$ cat src/common/iprb_pkg.sv
// Package of constants and types for the interrupt priority register bank.
package iprb_pkg;
   // Number of priority registers in the bank.
   localparam int IPRB_NUM_REGS = 5;
   // Number of priority fields held in each register.
   localparam int IPRB_FIELDS = 4;
   // Width of one priority field.
   localparam int IPRB_LVL_W = 3;
   // Implemented width of each register.
   localparam int IPRB_REG_W = 16;
   // Byte offsets of the five registers on the bus.
   localparam logic [7:0] IPRB_OFS_CTRL_6 = 8'h00;
   localparam logic [7:0] IPRB_OFS_CTRL_7 = 8'h04;
   localparam logic [7:0] IPRB_OFS_CTRL_8 = 8'h08;
   localparam logic [7:0] IPRB_OFS_CTRL_9 = 8'h0c;
   localparam logic [7:0] IPRB_OFS_CTRL_10 = 8'h10;
   // Low bit position of each field inside a register, field 0 lowest.
   localparam int IPRB_FLD_POS_0 = 0;
   localparam int IPRB_FLD_POS_1 = 4;
   localparam int IPRB_FLD_POS_2 = 8;
   localparam int IPRB_FLD_POS_3 = 12;
   // Mask of the implemented bits; bits 15, 11, 7 and 3 are absent.
   localparam logic [15:0] IPRB_IMPL_MASK = 16'h7777;
   // Power-on value of one field: upper bit set, lower bits clear.
   localparam logic [2:0] IPRB_LVL_RESET = 3'h4;
   // Power-on value of a whole register.
   localparam logic [15:0] IPRB_REG_RESET = 16'h4444;
   // Field code that disables a source.
   localparam logic [2:0] IPRB_LVL_OFF = 3'h0;
   // Field code of the lowest and highest enabled levels.
   localparam logic [2:0] IPRB_LVL_MIN = 3'h1;
   localparam logic [2:0] IPRB_LVL_MAX = 3'h7;
   // AHB transfer type codes used by the slave.
   localparam logic [1:0] IPRB_HTRANS_NONSEQ = 2'h2;
   localparam logic [1:0] IPRB_HTRANS_SEQ = 2'h3;
   // Width of one word on the bus.
   localparam int IPRB_DATA_W = 32;
   // One-hot states of the bus data phase.
   typedef enum logic [2:0] {
      IPRB_ST_IDLE = 3'b001,
      IPRB_ST_WRITE = 3'b010,
      IPRB_ST_READ = 3'b100
   } iprb_state_t;
endpackage

$ cat src/common/iprb_lvl_if.sv
// Interface carrying the stored fields to the level decoder and its results back.
`timescale 1ns/1ps
interface iprb_lvl_if;
   import iprb_pkg::*;
   // Raw field codes, twenty fields of three bits.
   logic [IPRB_NUM_REGS*IPRB_FIELDS*IPRB_LVL_W-1:0] raw;
   // Decoded priority levels presented to arbitration.
   logic [IPRB_NUM_REGS*IPRB_FIELDS*IPRB_LVL_W-1:0] level;
   // One bit per source, high when the source may request service.
   logic [IPRB_NUM_REGS*IPRB_FIELDS-1:0] enable;
   // The register file drives raw codes and reads the results.
   modport regs (output raw, input level, input enable);
   // The decoder reads raw codes and drives the results.
   modport dec (input raw, output level, output enable);
endinterface

$ cat src/rtl/iprb_top.sv
// Bank of five interrupt priority registers behind an AHB-Lite slave.
//
// Overview of operation
// Field code 111 means level seven, highest.
// Field code 000 disables the source entirely.
// Field code 001 means level one, lowest.
// Codes two to six map linearly upward.
// Each field resets to binary 100.
// Bits 15, 11, 7, 3 read zero.
// Fields read back last written value.
// Register six: timer4, outcmp4, outcmp3, dma2.
// Register seven: uart2 tx, rx, ext2, timer5.
// Register eight: can1 event, rx, spi2 pair.
// Register nine: incap5, incap4, incap3, dma3.
// Register ten: outcmp7, outcmp6, outcmp5, incap6.
`timescale 1ns/1ps
module iprb_top
   import iprb_pkg::*;
(
   input wire logic clk_sys_in,
   input wire logic rst_n_in,
   input wire logic hsel_in,
   input wire logic [7:0] haddr_in,
   input wire logic [1:0] htrans_in,
   input wire logic hwrite_in,
   input wire logic [2:0] hsize_in,
   input wire logic hready_in,
   input wire logic [31:0] hwdata_in,
   output logic [31:0] hrdata_out,
   output logic hreadyout_out,
   output logic hresp_out,
   output logic [2:0] timer4_level_out,
   output logic [2:0] outcmp4_level_out,
   output logic [2:0] outcmp3_level_out,
   output logic [2:0] dma_ch2_done_level_out,
   output logic [2:0] uart2_tx_level_out,
   output logic [2:0] uart2_rx_level_out,
   output logic [2:0] ext_irq2_level_out,
   output logic [2:0] timer5_level_out,
   output logic [2:0] can1_event_level_out,
   output logic [2:0] can1_rx_ready_level_out,
   output logic [2:0] spi2_event_level_out,
   output logic [2:0] spi2_error_level_out,
   output logic [2:0] incap5_level_out,
   output logic [2:0] incap4_level_out,
   output logic [2:0] incap3_level_out,
   output logic [2:0] dma_ch3_done_level_out,
   output logic [2:0] outcmp7_level_out,
   output logic [2:0] outcmp6_level_out,
   output logic [2:0] outcmp5_level_out,
   output logic [2:0] incap6_level_out,
   output logic [19:0] src_enable_out
);
   // Total number of sources served by the bank.
   localparam int NUM_SRC = IPRB_NUM_REGS * IPRB_FIELDS;

   // Register storage, indexed by register number 0 (six) to 4 (ten).
   logic [IPRB_REG_W-1:0] prio_reg [IPRB_NUM_REGS];
   // Data-phase state of the bus slave.
   iprb_state_t state;
   // Register index captured in the address phase.
   logic [2:0] dp_index;
   // High when the captured address hit a register.
   logic dp_hit;
   // Decoded index of the current address phase.
   logic [2:0] ap_index;
   // High when the current address phase names a register.
   logic ap_hit;
   // High when a valid transfer is presented to this slave.
   logic ap_valid;
   // Read word assembled from the addressed register.
   logic [31:0] next_rdata;

   // Link between register storage and the level decoder.
   iprb_lvl_if lvl ();

   // Decoder of field codes into levels and enables.
   iprb_level_dec #(
      .NUM_SRC(NUM_SRC)
   ) u_dec (
      .lvl(lvl)
   );

   // A transfer is taken when selected, NONSEQ or SEQ, and the bus is ready.
   // The transfer size is not looked at: every register is one whole word,
   // so a narrower access from software still writes the full field set.
   assign ap_valid = hsel_in && hready_in &&
                     (htrans_in == IPRB_HTRANS_NONSEQ || htrans_in == IPRB_HTRANS_SEQ);

   // Address decode: only the five word offsets are mapped.
   // Unaligned addresses fall to the default branch on purpose, so a stray
   // byte access can never alias onto a neighbouring register.
   always_comb begin
      ap_hit = 1'b1;
      case (haddr_in)
         IPRB_OFS_CTRL_6: begin
            ap_index = 3'h0;
         end
         IPRB_OFS_CTRL_7: begin
            ap_index = 3'h1;
         end
         IPRB_OFS_CTRL_8: begin
            ap_index = 3'h2;
         end
         IPRB_OFS_CTRL_9: begin
            ap_index = 3'h3;
         end
         IPRB_OFS_CTRL_10: begin
            ap_index = 3'h4;
         end
         default: begin
            // Unmapped addresses read zero and ignore writes.
            ap_index = 3'h0;
            ap_hit = 1'b0;
         end
      endcase
   end

   // Capture the address phase for use in the following data phase.
   // Write data arrives one cycle after its address, so the index and the
   // kind of transfer must be held across that cycle.
   always_ff @(posedge clk_sys_in or negedge rst_n_in) begin
      if (!rst_n_in) begin
         state <= IPRB_ST_IDLE;
         dp_index <= 3'h0;
         dp_hit <= 1'b0;
      end else begin
         if (ap_valid) begin
            dp_index <= ap_index;
            dp_hit <= ap_hit;
            state <= hwrite_in ? IPRB_ST_WRITE : IPRB_ST_READ;
         end else begin
            state <= IPRB_ST_IDLE;
         end
      end
   end

   // Register write, one process per register; the mask keeps bits
   // 15, 11, 7 and 3 at zero so no write can ever set them.
   // Storing the masked word means the absent bits need no flip-flops of
   // their own once synthesis trims the constant zeros.
   genvar gr;
   generate
      for (gr = 0; gr < IPRB_NUM_REGS; gr++) begin : g_reg
         always_ff @(posedge clk_sys_in or negedge rst_n_in) begin
            if (!rst_n_in) begin
               prio_reg[gr] <= IPRB_REG_RESET;
            end else if (state == IPRB_ST_WRITE && dp_hit && dp_index == 3'(gr)) begin
               prio_reg[gr] <= hwdata_in[IPRB_REG_W-1:0] & IPRB_IMPL_MASK;
            end
         end
         // Fields go to the decoder in register order, field 0 lowest.
         assign lvl.raw[gr*IPRB_REG_W-gr*4 +: 12] = {
            prio_reg[gr][IPRB_FLD_POS_3 +: IPRB_LVL_W],
            prio_reg[gr][IPRB_FLD_POS_2 +: IPRB_LVL_W],
            prio_reg[gr][IPRB_FLD_POS_1 +: IPRB_LVL_W],
            prio_reg[gr][IPRB_FLD_POS_0 +: IPRB_LVL_W]
         };
      end
   endgenerate

   // Read data for the address phase now on the bus. Fetching here and
   // registering it means hrdata is ready in the data phase with no wait,
   // at the cost of reflecting a write that finishes in the same cycle a
   // cycle late; the bypass below closes that gap.
   always_comb begin
      next_rdata = 32'h0000_0000;
      if (ap_hit) begin
         if (state == IPRB_ST_WRITE && dp_hit && dp_index == ap_index) begin
            // Back-to-back write then read of one register sees the new value.
            next_rdata[IPRB_REG_W-1:0] = hwdata_in[IPRB_REG_W-1:0] & IPRB_IMPL_MASK;
         end else begin
            next_rdata[IPRB_REG_W-1:0] = prio_reg[ap_index] & IPRB_IMPL_MASK;
         end
      end
   end

   // Ready of the bus answer. It is low while reset is held, so a master
   // that starts at once after release simply waits one cycle; after that
   // the slave never inserts a wait state.
   always_ff @(posedge clk_sys_in or negedge rst_n_in) begin
      if (!rst_n_in) begin
         hreadyout_out <= 1'b0;
      end else begin
         hreadyout_out <= 1'b1;
      end
   end

   // Response of the bus answer. Every transfer, mapped or not, ends OKAY;
   // an unmapped access is ignored rather than flagged as an error.
   always_ff @(posedge clk_sys_in or negedge rst_n_in) begin
      if (!rst_n_in) begin
         hresp_out <= 1'b0;
      end else begin
         hresp_out <= 1'b0;
      end
   end

   // Read data of the bus answer, loaded at the end of the address phase so
   // it stands for the whole data phase and is zero otherwise.
   always_ff @(posedge clk_sys_in or negedge rst_n_in) begin
      if (!rst_n_in) begin
         hrdata_out <= 32'h0000_0000;
      end else if (ap_valid && !hwrite_in) begin
         // A read presents the addressed word with absent bits cleared.
         hrdata_out <= next_rdata;
      end else begin
         // Writes and idle cycles show zero, so stale data never lingers.
         hrdata_out <= 32'h0000_0000;
      end
   end

   // Levels of register six, registered so each port comes from a flip-flop.
   // The extra stage puts every level one cycle behind its stored field;
   // arbitration can afford that since priorities change only by software.
   always_ff @(posedge clk_sys_in or negedge rst_n_in) begin
      if (!rst_n_in) begin
         timer4_level_out <= IPRB_LVL_RESET;
         outcmp4_level_out <= IPRB_LVL_RESET;
         outcmp3_level_out <= IPRB_LVL_RESET;
         dma_ch2_done_level_out <= IPRB_LVL_RESET;
      end else begin
         // Field 3 down to field 0.
         timer4_level_out <= lvl.level[9 +: 3];
         outcmp4_level_out <= lvl.level[6 +: 3];
         outcmp3_level_out <= lvl.level[3 +: 3];
         dma_ch2_done_level_out <= lvl.level[0 +: 3];
      end
   end

   // Levels of register seven, field 3 down to field 0.
   always_ff @(posedge clk_sys_in or negedge rst_n_in) begin
      if (!rst_n_in) begin
         // Every source starts at level four.
         uart2_tx_level_out <= IPRB_LVL_RESET;
         uart2_rx_level_out <= IPRB_LVL_RESET;
         ext_irq2_level_out <= IPRB_LVL_RESET;
         timer5_level_out <= IPRB_LVL_RESET;
      end else begin
         uart2_tx_level_out <= lvl.level[21 +: 3];
         uart2_rx_level_out <= lvl.level[18 +: 3];
         ext_irq2_level_out <= lvl.level[15 +: 3];
         timer5_level_out <= lvl.level[12 +: 3];
      end
   end

   // Levels of register eight, field 3 down to field 0.
   always_ff @(posedge clk_sys_in or negedge rst_n_in) begin
      if (!rst_n_in) begin
         // Every source starts at level four.
         can1_event_level_out <= IPRB_LVL_RESET;
         can1_rx_ready_level_out <= IPRB_LVL_RESET;
         spi2_event_level_out <= IPRB_LVL_RESET;
         spi2_error_level_out <= IPRB_LVL_RESET;
      end else begin
         can1_event_level_out <= lvl.level[33 +: 3];
         can1_rx_ready_level_out <= lvl.level[30 +: 3];
         spi2_event_level_out <= lvl.level[27 +: 3];
         spi2_error_level_out <= lvl.level[24 +: 3];
      end
   end

   // Levels of register nine, field 3 down to field 0.
   always_ff @(posedge clk_sys_in or negedge rst_n_in) begin
      if (!rst_n_in) begin
         // Every source starts at level four.
         incap5_level_out <= IPRB_LVL_RESET;
         incap4_level_out <= IPRB_LVL_RESET;
         incap3_level_out <= IPRB_LVL_RESET;
         dma_ch3_done_level_out <= IPRB_LVL_RESET;
      end else begin
         incap5_level_out <= lvl.level[45 +: 3];
         incap4_level_out <= lvl.level[42 +: 3];
         incap3_level_out <= lvl.level[39 +: 3];
         dma_ch3_done_level_out <= lvl.level[36 +: 3];
      end
   end

   // Levels of register ten, field 3 down to field 0.
   always_ff @(posedge clk_sys_in or negedge rst_n_in) begin
      if (!rst_n_in) begin
         // Every source starts at level four.
         outcmp7_level_out <= IPRB_LVL_RESET;
         outcmp6_level_out <= IPRB_LVL_RESET;
         outcmp5_level_out <= IPRB_LVL_RESET;
         incap6_level_out <= IPRB_LVL_RESET;
      end else begin
         outcmp7_level_out <= lvl.level[57 +: 3];
         outcmp6_level_out <= lvl.level[54 +: 3];
         outcmp5_level_out <= lvl.level[51 +: 3];
         incap6_level_out <= lvl.level[48 +: 3];
      end
   end

   // Per-source enables, kept in step with the level ports above so that
   // arbitration never sees a level and an enable from different writes.
   always_ff @(posedge clk_sys_in or negedge rst_n_in) begin
      if (!rst_n_in) begin
         src_enable_out <= 20'hfffff;
      end else begin
         // A zero code drops the enable so the source never requests.
         src_enable_out <= lvl.enable;
      end
   end
endmodule

$ cat src/rtl/iprb_level_dec.sv
// Decoder turning stored priority field codes into arbitration levels.
`timescale 1ns/1ps
module iprb_level_dec
   import iprb_pkg::*;
#(
   parameter int NUM_SRC = IPRB_NUM_REGS * IPRB_FIELDS
) (
   iprb_lvl_if.dec lvl
);
   // One decoder slice per source; the mapping is the same for each.
   genvar gi;
   generate
      for (gi = 0; gi < NUM_SRC; gi++) begin : g_src
         logic [IPRB_LVL_W-1:0] code;
         assign code = lvl.raw[gi*IPRB_LVL_W +: IPRB_LVL_W];
         // Code 7 is level 7, the highest level.
         // Code 1 is level 1, the lowest enabled level.
         // Codes 2 to 6 pass straight through, so larger means higher.
         assign lvl.level[gi*IPRB_LVL_W +: IPRB_LVL_W] = code;
         // Code 0 disables the source so it never asks for service.
         assign lvl.enable[gi] = (code != IPRB_LVL_OFF);
      end
   endgenerate
endmodule

$ cat config.mk
export PLATFORM = sky130hd
export DESIGN_NAME = iprb_top
export DESIGN_NICKNAME = d
export VERILOG_FILES = /design/src/common/iprb_pkg.sv /design/src/common/iprb_lvl_if.sv /design/src/rtl/iprb_top.sv /design/src/rtl/iprb_level_dec.sv
export SDC_FILE = /design/constraint.sdc
export NUM_CORES = 1
export LEC_CHECK = 0
export ABC_CLOCK_PERIOD_IN_PS = 1900
export BUFFER_PORTS_ARGS = -buffer_cell sky130_fd_sc_hd__buf_2
export CAP_MARGIN = 20
export CELL_PAD_IN_SITES_DETAIL_PLACEMENT = 1
export CELL_PAD_IN_SITES_GLOBAL_PLACEMENT = 1
export CORE_ASPECT_RATIO = 1.1
export CORE_MARGIN = 5
export CORE_UTILIZATION = 38
export DETAILED_ROUTE_END_ITERATION = 10
export HOLD_SLACK_MARGIN = 0.1
export PLACE_DENSITY = 0.83
export SYNTH_ARGS = -nofsm -noshare
export SYNTH_HDL_FRONTEND = slang
export SYNTH_SLANG_ARGS = --single-unit
export TNS_END_PERCENT = 100
$ cat constraint.sdc
create_clock -name clk_sys_in -period 1.9 [get_ports clk_sys_in]
set_input_delay 0.38 -clock clk_sys_in [delete_from_list [all_inputs] [get_ports clk_sys_in]]
set_output_delay 0.38 -clock clk_sys_in [all_outputs]
set_load 0.02 [all_outputs]
==> impl_metrics.tcl <==
set metrics [dict create \
    dpl_cell_area_um2 7270 \
    tightest_slew_ps 582 \
    grt_pass1_wl_um 28700 \
    clk_latency_ps 430 \
    status "complete, no violations" \
    grt-ovfl-total 0 \
    drc_errors 0 \
    min_from "hwrite_in" \
    start_util_pct 38.3 \
    row_count 49 \
    synth_seq_cells 160 \
    finish.net_count 663 \
    crit_fanout 9 \
    cts_sinks 160 \
    dp_slack_ps -378 \
    slew_headroom_pct 61.2 \
    vias 4420 \
    antenna_left 0 \
    postSynthAreaPerCell_um2 13.8 \
    powerDensity_nw_per_um2 933 \
    vdd_drop_max_uv 680 \
    fin_setup_tns_ps 0 \
    drt-initial-drc-count 355 \
    grt_max_degree 59 \
    grt_antenna_before_repair 0 \
    cp_cell_sequence "xor2_1 -> o22ai_1 -> a22oi_1 -> buf_4 -> o41ai_1 -> a31oi_1" \
    slowest_delay_ps 470 \
    cp_slowest_cell "dfrtp_2" \
    layout_common_cells "buf_2, dfrtp_1, mux2_2, dfstp_2, buf_4" \
    largest_reg_flops 60 \
    setup_viol 0 \
    dp_hpwl_um 12500 \
    startpoint "dp_index[1]" \
    clockRootBuffer "clkbuf_16" \
    slew_viol_final 0 \
    yosysWarnings 0 \
    gp_congestion 0.854 \
    power_w 0.00739 \
    cp-end-kind "flop" \
    grt_setup_unrepaired "yes" \
    synth-main-ff-cell "dfrtp_1" \
    hold_depth 2 \
    crit_path_start_kind "flop" \
    vias_per_cell 5.33 \
    wl_per_cell_um 21.7 \
    drive_above_1_share_pct 54.0 \
    routed_wl_um 18000 \
    cts_buffers 17 \
    core_area_um2 16200 \
    clk_pin_slew_ps 60 \
    crit_arrival_ps 2110 \
    drt-pass1-iter-count 5 \
    timing.final.crit_share_pct 95.7 \
    synth_cell_types 41 \
    ys_async_sr_fraction_pct 100 \
    design_area_um2 7920 \
    layout_commonest_cell "buf_2" \
    hold_class "in2reg" \
    fillers 1702 \
    finClkSkew_ps 5.81 \
    track_usage_pct 19.8 \
    seq_area_frac_synth_pct 65.8 \
    die_w_um 132 \
    htree_levels 4 \
    syn_area_um2 6200 \
    area_delta_synth_final_pct 27.6 \
    power_leakage_nw 3.76 \
    ff2ff_path_depth 6 \
    min_period_ps 1820 \
    final_hold_viol_count 0 \
    crit_type "reg2reg" \
    syn_inst 451 \
    port_buffers 118 \
    cts_tree "yes" \
    grt_pass1_vias 4891 \
    fmax_ghz 0.550 \
    die-area_um2 19000 \
    synth_edf_count 0 \
    drv_cap 0 \
    diodes 0 \
    clockBufferDepth 2 \
    critPathRequiredTime_ps 2200 \
    reg2reg_from "dp_index[1]" \
    ios 164 \
    setup_ws_ps 82.2 \
    die_y_um 144 \
]
-- kinds of logic (layout without fill, tap and decap cells) --
logic type	Yosys count	count (layout)	share of synthesized area, %
AOI/OAI and AO/OA	82	82	8.79
xor gates and xnor gates	1	1	0.141
buffers and inverters	49	204	4.50
DFF	160	160	65.8
muxes	72	72	13.0
other	2	22	0.121
and+or+nand+nor	85	85	7.64
-- worst max-delay path: cells and delay by family, from the launching register on --
kind | cells | cell delay (ps)
xor+xnor | 1 | 160
flops | 1 | 470
buf+inv | 1 | 190
compound gates | 4 | 850
-- layer usage --
layer | global-route usage, % | share of wire [%] | vias to the layer above
met5 | 0 | 0 | -
met4 | 6.33 | 2.4 | 0
met1 | 26.1 | 43 | 2263
met3 | 6.72 | 7.4 | 37
met2 | 31.0 | 47 | 191
li1 | - | - | 1929
-- worst paths after layout --
| check | slack [ps] | to |
|---|---|---|
| setup / recovery | 80 | hrdata_out[13] |
| hold / removal | 150 | state[2] |
| setup reg to reg | 80 | hrdata_out[13] |
| hold reg to reg | 380 | dma_ch3_done_level_out[2] |
| max in group asynchronous | 730 | src_enable_out[5] |
| min in group asynchronous | 490 | can1_event_level_out[1] |
-- final cells by class --
cell class                 instances  area, µm²  area share [%]
timing repair buffer             169       1030            13.0
sequential                       160       4080            51.6
inverter                           3       11.3           0.142
multi-input combinational        262       1960            24.7
clock buffer                      20        437            5.52
tap                              204        255            3.22
clock inverter                    12        145            1.83
-- through the flow --
step           utilization (%)  hold slack [ps]  cells
2_1_floorplan                -             84.4    471
3_3_place_gp              44.9              368    795
3_5_place_dp              44.9              373    795
4_1_cts                   48.6              136    828
5_1_grt                   48.9              157    830
6_report                  48.9              155    830
-- report_power, final --
group	switching, W	leakage [nW]	internal, W
Clock	0.00134	0.276	0.00205
Combinational	0.000304	1.54	0.000151
Sequential	0.0000443	1.94	0.00350
Total	0.00169	3.76	0.00570
-- cell usage after synthesis, drive strengths merged (3+ instances only) --
master	n	area share (%)
a21oi	23	1.9
a31oi	5	0.50
buf	32	3.5
clkbuf	14	0.85
dfrtp	99	40
dfstp	61	26
inv	3	0.18
mux2	71	13
nand2	11	0.67
nand3	7	0.56
nor2	17	1.0
nor3	6	0.56
nor4	12	1.2
o21ai	18	1.5
o221ai	7	0.99
o22a	11	1.6
o311ai	4	0.56
o41ai	8	1.1
or3	23	2.3
-- timing repair --
item	4_1_cts	5_1_grt
hold buffers	1	0
setup endpoints to repair	12	31
pin swaps	0	1
hold endpoints to repair	31	0
resized for setup	2	9
buffers inserted	0	2
No activity file was read; power rests on OpenSTA's default activity.
